$ cat src/core/iadh_pkg.sv
// Purpose: Shared constants and types for the I2C slave acknowledge and DMA request block
// Assumes: 32-bit register words at byte offsets, 8-bit I2C data bytes
// Notes:   Reserved register bits read as zero
// Contract
// Forced data-refuse bit set: every received data byte gets NACK, transfer aborts.
// Forced refuse acts only in slave receiver role; otherwise no effect on acknowledge.
// A byte refused by the forced refuse bit never enters the receive FIFO.
// Forced refuse bit clear: bytes acknowledged by the normal slave receiver decision.
// Receive DMA requests only while receive enable, bit 0 of DMA control, is set.
// Transmit DMA requests only while transmit enable, bit 1 of DMA control, is set.
// DMA controller must move 16-bit or 32-bit items only.
// Transmit request while transmit FIFO count is at or below 3-bit watermark.
// Receive request while receive FIFO count exceeds 3-bit watermark.
// 9-bit SDA setup count resets to 0x64; software never programs below 2.
// General Call address answered ACK when general-call bit is 1, NACK when 0.
// General-call acknowledge bit reads 1 after reset.
// DMA request drops once level condition fails or enable clears.
// SDA setup counted in reference clock periods before clock line release.
package iadh_pkg;

  // Register byte offsets
  localparam logic [7:0] OFS_SLAVE_DATA_REFUSE = 8'h84;
  localparam logic [7:0] OFS_DMA_REQ_ENABLE    = 8'h88;
  localparam logic [7:0] OFS_TX_DMA_WATERMARK  = 8'h8c;
  localparam logic [7:0] OFS_RX_DMA_WATERMARK  = 8'h90;
  localparam logic [7:0] OFS_SDA_SETUP_DELAY   = 8'h94;
  localparam logic [7:0] OFS_GC_ACK_CTRL       = 8'h98;

  // Field positions and widths
  localparam int unsigned BIT_REFUSE_NACK = 0;
  localparam int unsigned BIT_RX_DMA_EN   = 0;
  localparam int unsigned BIT_TX_DMA_EN   = 1;
  localparam int unsigned BIT_GC_ACK      = 0;
  localparam int unsigned WM_W            = 3;
  localparam int unsigned DLY_W           = 9;

  // Reset values and minimum SDA setup delay
  localparam logic             RST_REFUSE_NACK = 1'b0;
  localparam logic [1:0]       RST_DMA_ENABLE  = 2'h0;
  localparam logic [WM_W-1:0]  RST_WATERMARK   = 3'h0;
  localparam logic [DLY_W-1:0] RST_SDA_DELAY   = 9'h064;
  localparam logic             RST_GC_ACK      = 1'b1;
  localparam logic [DLY_W-1:0] MIN_SDA_DELAY   = 9'h002;

  // FIFO geometry
  localparam int unsigned BYTE_W     = 8;
  localparam int unsigned FIFO_DEPTH = 32;
  localparam int unsigned LVL_W      = 6;

  // One byte handed over by the protocol engine with its context
  typedef struct packed {
    logic [BYTE_W-1:0] data;
    logic              is_addr;
    logic              is_gc;
    logic              slave_rx;
    logic              normal_ack;
  } iadh_rx_byte_s;

  // Register bus request
  typedef struct packed {
    logic [7:0]  addr;
    logic [31:0] wdata;
    logic        wr;
    logic        rd;
  } iadh_reg_req_s;

  typedef enum logic [1:0] {
    SU_IDLE,
    SU_COUNT
  } iadh_setup_e;

endpackage

$ cat src/core/iadh_top.sv
// Purpose: Slave acknowledge policy, SDA setup timing and DMA requests of an I2C controller
// Assumes: Protocol engine and transmit FIFO sit outside; reference clock is a sampled pin
// Notes:   Receive bytes pass a 32-entry byte FIFO drained by the DMA side
//
// Strobed register access was chosen for this implementation.
`timescale 1ns/1ns

module iadh_fifo
  import iadh_pkg::*;
#(
  parameter int unsigned WIDTH = 8,
  parameter int unsigned DEPTH = 32,
  parameter int unsigned CNT_W = 6
)
(
  input  wire logic             clk,
  input  wire logic             rst_n,
  input  wire logic [WIDTH-1:0] in_data,
  input  wire logic             in_valid,
  output logic                  in_ready,
  output logic      [WIDTH-1:0] out_data,
  output logic                  out_valid,
  input  wire logic             out_ready,
  output logic      [CNT_W-1:0] level
);

  localparam int unsigned AW = $clog2(DEPTH);

  logic [WIDTH-1:0] mem [DEPTH];
  logic [AW-1:0]    wr_ptr;
  logic [AW-1:0]    rd_ptr;
  logic             push;
  logic             pop;

  // Honest full and empty come straight from the level
  assign in_ready  = (level != CNT_W'(DEPTH));
  assign out_valid = (level != '0);
  assign push      = in_valid && in_ready;
  assign pop       = out_valid && out_ready;
  assign out_data  = mem[rd_ptr];

  // Storage has no reset, only pointers and level do
  always_ff @(posedge clk)
  begin
    if (push)
    begin
      mem[wr_ptr] <= in_data;
    end
  end

  // Pointers wrap naturally when depth is a power of two
  always_ff @(posedge clk)
  begin
    if (!rst_n)
    begin
      wr_ptr <= '0;
      rd_ptr <= '0;
    end
    else
    begin
      if (push)
      begin
        wr_ptr <= wr_ptr + AW'(1);
      end
      if (pop)
      begin
        rd_ptr <= rd_ptr + AW'(1);
      end
    end
  end

  // Occupancy count
  always_ff @(posedge clk)
  begin
    if (!rst_n)
    begin
      level <= '0;
    end
    else if (push && !pop)
    begin
      level <= level + CNT_W'(1);
    end
    else if (pop && !push)
    begin
      level <= level - CNT_W'(1);
    end
  end

endmodule

module iadh_top
  import iadh_pkg::*;
(
  input  wire logic                clk,
  input  wire logic                rst_n,
  input  wire iadh_reg_req_s       reg_req,
  output logic          [31:0]     reg_rdata,
  input  wire logic                i2c_reference_clock,
  input  wire iadh_rx_byte_s       rx_byte,
  input  wire logic                rx_byte_valid,
  output logic                     rx_byte_ready,
  output logic                     ack_valid,
  output logic                     ack,
  input  wire logic                setup_start,
  output logic                     sda_hold,
  output logic                     scl_release,
  input  wire logic     [LVL_W-1:0] tx_fifo_level,
  output logic                     tx_dma_req,
  output logic                     rx_dma_req,
  output logic    [BYTE_W-1:0]     rx_dma_data,
  output logic                     rx_dma_valid,
  input  wire logic                rx_dma_ready
);

  logic                 refuse_nack;
  logic [1:0]           dma_enable;
  logic [WM_W-1:0]      tx_wm;
  logic [WM_W-1:0]      rx_wm;
  logic [DLY_W-1:0]     sda_delay;
  logic                 gc_ack;
  logic                 byte_taken;
  logic                 forced_refuse;
  logic                 next_ack;
  logic                 fifo_push;
  logic [LVL_W-1:0]     rx_level;
  logic                 ref_s1;
  logic                 ref_s2;
  logic                 ref_s3;
  logic                 ref_rise;
  iadh_setup_e          su_state;
  logic [DLY_W-1:0]     su_cnt;

  // Register address match, shared by write and read paths
  function automatic logic hit(input logic [7:0] a, input logic [7:0] ofs);
    return a == ofs;
  endfunction

  // Software register writes; reserved bits are dropped
  always_ff @(posedge clk)
  begin
    if (!rst_n)
    begin
      refuse_nack <= RST_REFUSE_NACK;
      dma_enable  <= RST_DMA_ENABLE;
      tx_wm       <= RST_WATERMARK;
      rx_wm       <= RST_WATERMARK;
      sda_delay   <= RST_SDA_DELAY;
      gc_ack      <= RST_GC_ACK;
    end
    else if (reg_req.wr)
    begin
      if (hit(reg_req.addr, OFS_SLAVE_DATA_REFUSE))
      begin
        refuse_nack <= reg_req.wdata[BIT_REFUSE_NACK];
      end
      if (hit(reg_req.addr, OFS_DMA_REQ_ENABLE))
      begin
        dma_enable <= reg_req.wdata[1:0];
      end
      if (hit(reg_req.addr, OFS_TX_DMA_WATERMARK))
      begin
        tx_wm <= reg_req.wdata[WM_W-1:0];
      end
      if (hit(reg_req.addr, OFS_RX_DMA_WATERMARK))
      begin
        rx_wm <= reg_req.wdata[WM_W-1:0];
      end
      if (hit(reg_req.addr, OFS_SDA_SETUP_DELAY))
      begin
        sda_delay <= reg_req.wdata[DLY_W-1:0]; // Values below 2 are software's fault
      end
      if (hit(reg_req.addr, OFS_GC_ACK_CTRL))
      begin
        gc_ack <= reg_req.wdata[BIT_GC_ACK];
      end
    end
  end

  // Read data stands one cycle after the strobe; unmapped reads give zero
  always_ff @(posedge clk)
  begin
    if (!rst_n)
    begin
      reg_rdata <= 32'h0000_0000;
    end
    else if (reg_req.rd)
    begin
      unique case (1'b1)
        hit(reg_req.addr, OFS_SLAVE_DATA_REFUSE): reg_rdata <= {31'h0, refuse_nack};
        hit(reg_req.addr, OFS_DMA_REQ_ENABLE):    reg_rdata <= {30'h0, dma_enable};
        hit(reg_req.addr, OFS_TX_DMA_WATERMARK):  reg_rdata <= {29'h0, tx_wm};
        hit(reg_req.addr, OFS_RX_DMA_WATERMARK):  reg_rdata <= {29'h0, rx_wm};
        hit(reg_req.addr, OFS_SDA_SETUP_DELAY):   reg_rdata <= {23'h0, sda_delay};
        hit(reg_req.addr, OFS_GC_ACK_CTRL):       reg_rdata <= {31'h0, gc_ack};
        default:                                  reg_rdata <= 32'h0000_0000;
      endcase
    end
    else
    begin
      reg_rdata <= 32'h0000_0000;
    end
  end

  // Engine waits while the receive FIFO is full, so no byte is ever dropped silently
  assign byte_taken    = rx_byte_valid && rx_byte_ready;
  assign forced_refuse = refuse_nack && rx_byte.slave_rx && !rx_byte.is_addr;

  // Acknowledge decision for the byte just taken
  always_comb
  begin
    if (rx_byte.is_addr && rx_byte.is_gc)
    begin
      next_ack = gc_ack;
    end
    else if (forced_refuse)
    begin
      next_ack = 1'b0;
    end
    else
    begin
      next_ack = rx_byte.normal_ack;
    end
  end

  // Only acknowledged data bytes reach the FIFO
  assign fifo_push = byte_taken && !rx_byte.is_addr && next_ack;

  // Answer to the engine, one cycle after the byte is taken
  always_ff @(posedge clk)
  begin
    if (!rst_n)
    begin
      ack_valid <= 1'b0;
      ack       <= 1'b0;
    end
    else
    begin
      ack_valid <= byte_taken;
      if (byte_taken)
      begin
        ack <= next_ack;
      end
    end
  end

  iadh_fifo #(
    .WIDTH (BYTE_W),
    .DEPTH (FIFO_DEPTH),
    .CNT_W (LVL_W)
  ) u_rx_fifo (
    .clk       (clk),
    .rst_n     (rst_n),
    .in_data   (rx_byte.data),
    .in_valid  (fifo_push),
    .in_ready  (rx_byte_ready),
    .out_data  (rx_dma_data),
    .out_valid (rx_dma_valid),
    .out_ready (rx_dma_ready),
    .level     (rx_level)
  );

  // Requests are levels recomputed every cycle, so they drop one cycle after the cause
  always_ff @(posedge clk)
  begin
    if (!rst_n)
    begin
      tx_dma_req <= 1'b0;
      rx_dma_req <= 1'b0;
    end
    else
    begin
      tx_dma_req <= dma_enable[BIT_TX_DMA_EN] && tx_fifo_level <= LVL_W'(tx_wm);
      rx_dma_req <= dma_enable[BIT_RX_DMA_EN] && rx_level > LVL_W'(rx_wm);
    end
  end

  // Reference clock is a foreign pin: two flops, then a third for the edge
  always_ff @(posedge clk)
  begin
    if (!rst_n)
    begin
      ref_s1 <= 1'b0;
      ref_s2 <= 1'b0;
      ref_s3 <= 1'b0;
    end
    else
    begin
      ref_s1 <= i2c_reference_clock;
      ref_s2 <= ref_s1;
      ref_s3 <= ref_s2;
    end
  end

  assign ref_rise = ref_s2 && !ref_s3;

  // SDA setup: hold data for the programmed number of reference periods
  always_ff @(posedge clk)
  begin
    if (!rst_n)
    begin
      su_state    <= SU_IDLE;
      su_cnt      <= '0;
      scl_release <= 1'b0;
    end
    else
    begin
      scl_release <= 1'b0;
      unique case (su_state)
        SU_IDLE:
        begin
          if (setup_start)
          begin
            su_cnt   <= sda_delay;
            su_state <= SU_COUNT;
          end
        end
        SU_COUNT:
        begin
          if (ref_rise)
          begin
            if (su_cnt <= DLY_W'(1))
            begin
              scl_release <= 1'b1;
              su_state    <= SU_IDLE;
            end
            else
            begin
              su_cnt <= su_cnt - DLY_W'(1);
            end
          end
        end
      endcase
    end
  end

  assign sda_hold = (su_state == SU_COUNT);

  // Helper for checks: reference edges seen during one setup window
  logic [DLY_W-1:0] chk_edges;
  logic [DLY_W-1:0] chk_load;

  always_ff @(posedge clk)
  begin
    if (!rst_n)
    begin
      chk_edges <= '0;
      chk_load  <= '0;
    end
    else if (su_state == SU_IDLE && setup_start)
    begin
      chk_edges <= '0;
      chk_load  <= sda_delay;
    end
    else if (su_state == SU_COUNT && ref_rise)
    begin
      chk_edges <= chk_edges + DLY_W'(1);
    end
  end
endmodule

$ cat config.mk
export PLATFORM = sky130hd
export DESIGN_NAME = iadh_top
export DESIGN_NICKNAME = d
export VERILOG_FILES = /design/src/core/iadh_pkg.sv /design/src/core/iadh_top.sv
export SDC_FILE = /design/constraint.sdc
export NUM_CORES = 1
export LEC_CHECK = 0
export ABC_AREA = 1
export BUFFER_PORTS_ARGS = -buffer_cell sky130_fd_sc_hd__buf_2
export CAP_MARGIN = 30
export CORE_MARGIN = 2
export CORE_UTILIZATION = 60
export CTS_BUF_LIST = sky130_fd_sc_hd__clkbuf_16
export CTS_CLUSTER_DIAMETER = 40
export CTS_CLUSTER_SIZE = 24
export DETAILED_ROUTE_END_ITERATION = 7
export PLACE_DENSITY = 0.86
export SETUP_SLACK_MARGIN = 0.5
export SLEW_MARGIN = 15
export SYNTH_ARGS = -nofsm -noshare
export SYNTH_HDL_FRONTEND = slang
export SYNTH_SLANG_ARGS = --single-unit
$ cat constraint.sdc
create_clock -name clk -period 2.9 [get_ports clk]
set_clock_uncertainty 0.2 [all_clocks]
set_input_delay 0.29 -clock clk [delete_from_list [all_inputs] [get_ports clk]]
set_output_delay 0.29 -clock clk [all_outputs]
set_load 0.1 [all_outputs]
Word-level counts from Yosys, hierarchy flattened
Memory sizes are Yosys's and may differ from the RTL's. A register that Yosys moved wholly into a read port is not among the register bits.
Cells that the tools add are included.
Operators by class
  reduce and logical (&&, ||, !) cells: 30
  equality and inequality tests: 12
  order comparisons: 3
  add/sub/neg operators: 5
  muxes and demuxes: 18
Operator list (count)
  one-hot mux 9 bit (6 select lines): 1
  equality test 8 bit, second input constant: 6
  two-way mux 9 bit: 3
  one-hot mux 9 bit (2 select lines): 1
  AND reduction 2 bit: 7
  logical AND 1 bit: 13
  two-way mux 6 bit: 2
  adder 5 x 1 -> 5 bit, second input constant: 2
  two-way mux 5 bit: 2
  <= comparator 9 x 1 -> 1 bit, second input constant: 1
  AND reduction 3 bit: 3
  subtractor 9 x 1 -> 9 bit, second input constant: 1
  adder 6 x 1 -> 6 bit, second input constant: 1
  greater-than comparator 6 x 3 -> 1 bit: 1
  <= comparator 6 x 3 -> 1 bit: 1
  two-way mux 2 bit: 3
  != test 6 bit, second input constant: 1
  nonzero test 6 bit: 1
  subtractor 6 x 1 -> 6 bit, second input constant: 1
  two-way mux 1 bit: 5
  zero test 1 bit: 4
  != test 2 x 1 -> 1 bit, second input constant: 2
  != test 2 bit, second input constant: 2
  one-hot mux 2 bit (2 select lines): 1
  3 further kinds: 3
Word-level totals
  input bits: 66
  register bits after elaboration: 86
  RAM bits: 256
  output and inout port bits: 48
  memories: 1
Memory list
  u_rx_fifo.mem: words 32, width 8, read ports 1, clocked after Yosys merged registers in 1, write ports 1, line iadh_top.sv:29  | logic [WIDTH-1:0] mem [DEPTH];

Logic depth before layout (Yosys ltp)
  word-level depth: 10
  depth in mapped cells: 17

Cells and area by module
A second synthesis with hierarchy kept.
Second synthesis, totals
  cells, all modules: 1416
  area total of the unflattened synthesis: 14259.9 µm²
Modules (own cells, without submodules)
  iadh_fifo: area an instance 11728.7 µm², times used 1, cells each 1051
  iadh_top: area an instance 2531.2 µm², times used 1, cells each 365

Worst setup path before layout
Ideal clock, no wire load.
  path kind: register to register
  start point: register u_rx_fifo.level[0]
  end point: register u_rx_fifo.level[4]
  library setup time: 0.056 ns
  setup slack: -0.209 ns
  cell stages (with the launch flop): 11
  data required time: 2.644 ns
  buffers on the path: 0
  period minus slack after synthesis: 3.109 ns
  data arrival time: 2.853 ns
  cells stage by stage: dfxtp_1 -> nor2_1 -> nand3_1 -> nand2_2 -> ha_1 -> inv_1 -> ha_1 -> a21oi_1 -> nand3_1 -> a31o_2 -> inv_1
Between the ends
  elaborated cells between the ends (all ways): 16
RTL lines
  start, declared: line iadh_top.sv:24  | output logic [CNT_W-1:0] level
  start signal, assigned: line iadh_top.sv:81  | level <= level + CNT_W'(1);
  start signal, assigned: line iadh_top.sv:85  | level <= level - CNT_W'(1);
  nonzero test 6 bit *: line iadh_top.sv:37  | assign out_valid = (level != '0);
  via rx_dma_valid: line iadh_top.sv:111  | output logic rx_dma_valid,
  logical AND 1 bit *: line iadh_top.sv:39  | assign pop = out_valid && out_ready;
  zero test 1 bit: line iadh_top.sv:79  | else if (push && !pop)
  logical AND 1 bit: line iadh_top.sv:79
  two-way mux 6 bit or nonzero test 2 bit (tied branches)
Mark *: on every way through the listed nets, which the timed path passes. The rest lies on a longest branch. The select of a mux whose other input is x is not followed.
A chain may end at the register's enable or synchronous reset.

==> flow_summary.yaml <==
floorplanning:
  die_h_um: 158
  die_area_um2: 24900
  num_io_pins: 114
  start_util_pct: 60.8
  dieWidth_um: 158
  core_area_um2: 23300
  rows: 56
sta:
  setup_slack_ns: -0.102
  setup_viol: 5
  maxSlewHeadroom_pct: 48.0
  finalSetupTns_ns: -0.161
  fin_crit_ns: 3.00
  rsz0062_at_grt: "yes"
  fin_crit_sh_pct: 104
  hold_violations: 0
  final_max_slew_viol_count: 0
  fmax_mhz: 333
  worst_pin_slew_ns: 0.780
run_status:
  violations: "design-rule violations, negative setup slack"
  status: "complete, but fails checks"
global_route:
  grt_pass1_wl_um: 57600
  grt_pass1_vias: 11000
  grt_max_degree: 41
  globalRouteOverflowTotal: 0
  grt_use_total_pct: 30.1
  antenna_found_initial: 1
final_layout:
  diodes: 0
  finalNetCount: 1643
  final_cells: 1902
  synthToLayoutAreaGrowth_pct: 24.0
  register_area_um2: 9050
  final_layout_size_suffix_gt1_share_pct: 23.3
  nFillCells: 1281
  multi_input_area_um2: 4830
cts:
  cts.sinks: 323
  cts_buffers: 31
  clk_latency_ns: 0.57
  cts_tree: "done"
  cts_buffer_depth: 3
  htreeDepth: 1
  clockRootBuffer: "clkbuf_16"
  path_clk_slew_ns: 0.07
pwr:
  vdd.ir_drop.worst_mv: 0.630
  powerDensity_nw_per_um2: 863
  power_leakage_uw: 0.00702
worst_hold_path:
  hold_depth: 7
  hold_class: "in2reg"
critical_path:
  cp-end-kind: "output port"
  cp_top_family: "simple AND/OR/NAND/NOR gates"
  crit_arrival_ns: 2.51
  crit_chain: "clkinv_8, buf_12, nand2_1, nand3_1, nand3_1, nand2_1, nand2_1, nand2_2, nand2_1, nand2_2, buf_12"
  cp_common_cell: "nand2_1"
  worstSetupPathType: "reg2out"
  cp.required_ns: 2.41
  cp_num_cells: 11
  crit_fanout: 32
  cp-start-kind: "register"
  path_buf_inv: 3
  crit_slowest_cell: "dfxtp_4"
  rr_worst_depth: 8
  cpPeakStageDelay_ns: 0.41
place:
  place_congestion: 0.886
  io_buffers: 67
  dp_cells: 1783
  hpwl_um: 19100
yosys:
  synth_ff_type: "edfxtp_1"
  syn_inst: 1412
  syn_area_um2: 14200
  ys_top_cells_by_area: "edfxtp_1 (54%), nand2_1 (12%), dfxtp_1 (9.5%)"
  synth_cell_types: 38
  yosysWarnings: 0
  ys_seq_area_share_pct: 63.6
  synth_edf_count: 256
  syn_area_per_cell_um2: 10.0
  ys_ff_latch: 323
  synth_area_leader_cell: "edfxtp_1"
  synthDominantCellAreaShare_pct: 54.2
  async_reset_ff_share_pct: 0
drt:
  drt-wirelength-per-cell_um: 22.1
  drt-initial-drc-count: 1577
  num_vias: 11700
  vias_per_cell: 6.13
  drc_errors: 1
  drt-total-wl_um: 42100
  dr.pass1.iters: 8
  ant_nets: 0
run:
  maxCapViolations: 0
## worst reg2reg max path, delay by kind of cell, from the launching register on
family | cells | cell delay, ns
buf+inv | 3 | 0.54
simple gates | 5 | 0.87
flops | 1 | 0.36
## placed cells by master (no fill, tap or decap), types with 4 or more instances in the layout
cell,synthesis,routed
dfxtp_1,67,59
nor2_2,3,4
a21oi_1,37,35
buf_6,25,6
nor3_1,16,16
inv_2,5,6
buf_12,0,15
inv_6,0,8
conb_1,1,23
nand3_1,221,171
dlygate4sd3_1,0,22
inv_8,0,8
dfxtp_4,0,6
nand2_2,4,63
ha_4,0,5
clkinv_8,0,4
buf_16,0,12
buf_2,17,58
inv_1,72,71
ha_1,18,13
xor2_1,4,4
nand2_4,3,5
nand2_1,464,403
clkbuf_16,0,43
buf_4,26,50
nand3_2,3,51
nor2_4,5,7
nor2_1,85,82
edfxtp_1,256,256
o21ai_0,36,36
## final timing paths
kind	endpoint	start	slack (ns)
setup / recovery	rx_dma_data[4]	register	-0.10
hold / removal	gc_ack	reg_req[39]	0.04
setup reg to reg	u_rx_fifo.mem[3][6]	gc_ack	0.61
hold reg to reg	ref_s2	ref_s1	0.21
## area by class of cell
type / instances / share of cell area (%)
Sequential cell: 323 / 51.5
Multi-Input combinational cell: 946 / 27.5
Timing Repair Buffer: 177 / 10.8
Clock buffer: 33 / 4.70
Tap cell: 319 / 2.27
Inverter: 79 / 1.81
Clock inverter: 25 / 1.52
## flip-flops by register name (all words and copies together), names as in the netlist, 2 cells and up, named ones only
signal and flops:
tx_wm 3, rx_wm 3, u_rx_fifo.rd_ptr 5, sda_delay 9, u_rx_fifo.wr_ptr 5, su_cnt 9
u_rx_fifo.mem 256, u_rx_fifo.level 6, dma_enable 2, reg_rdata 9
## cells in the mapped netlist (2+ instances only)
cell type	instances
nand2_4	3
nor3_1	16
o21bai_1	3
nand2_2	4
buf_4	26
nand3b_1	2
nor2_2	3
clkinv_1	2
nor2_4	5
buf_6	25
inv_1	72
nand3_1	221
edfxtp_1	256
inv_2	5
o22ai_1	3
nand2_1	464
a21oi_1	37
o21ai_1	3
dfxtp_1	67
buf_2	17
ha_1	18
nor2_1	85
clkbuf_1	14
xnor2_1	3
xor2_1	4
o21ai_0	36
buf_1	4
nand3_2	3
nand4_1	2
## kinds of logic (layout without fill, tap and decap cells)
kind of cell             after synthesis  count (layout)  share of synthesized area, %
XOR/XNOR                               7               7                         0.432
AND/OR/NAND/NOR                      813             813                          24.5
AO/OA/AOI/OAI                         84              84                          3.09
buffers and inverters                165             314                          6.53
flip-flops                           323             323                          63.7
adder cells (fa/ha/maj)               19              19                          1.73
other                                  1              23                        0.0264
## power by group
part,internal (uW),switching [uW],total [uW],leakage (uW)
registers,5110,149,5260,0.00285
clock network,2270,2010,4290,0.000543
logic,2020,3600,5620,0.00362
## per-stage QoR
step | utilization (%) | setup slack, ns | cell area (um^2) | total power (uW) | hold WS [ns]
global placement | 64.1 | 0.530 | 14900 | 9000 | 0.192
floorplan | - | 0.462 | 14400 | 8400 | 0.188
CTS | 72.4 | 0.159 | 16900 | 14100 | 0.00880
finish | 75.4 | -0.102 | 17600 | 15200 | 0.0402
global route | 75.4 | -0.134 | 17600 | 15600 | 0.0567
detailed placement | 64.1 | 0.450 | 14900 | 9140 | 0.203
## timing repair
action	4_1_cts	5_1_grt
setup endpoints to repair	8	29
endpoints found under the hold margin	38	0
pin swaps	19	67
hold buffers	23	0
gates cloned	9	11
resized for setup	73	99
buffers inserted	9	9
## metal layers
metal	track usage, %	part of all wire (%)
met1	36.3	33
met2	52.7	48
met3	4.79	12
met4	14.5	6.5
met5	0	0.026
Note: power is estimated with default switching activity, not from simulation.
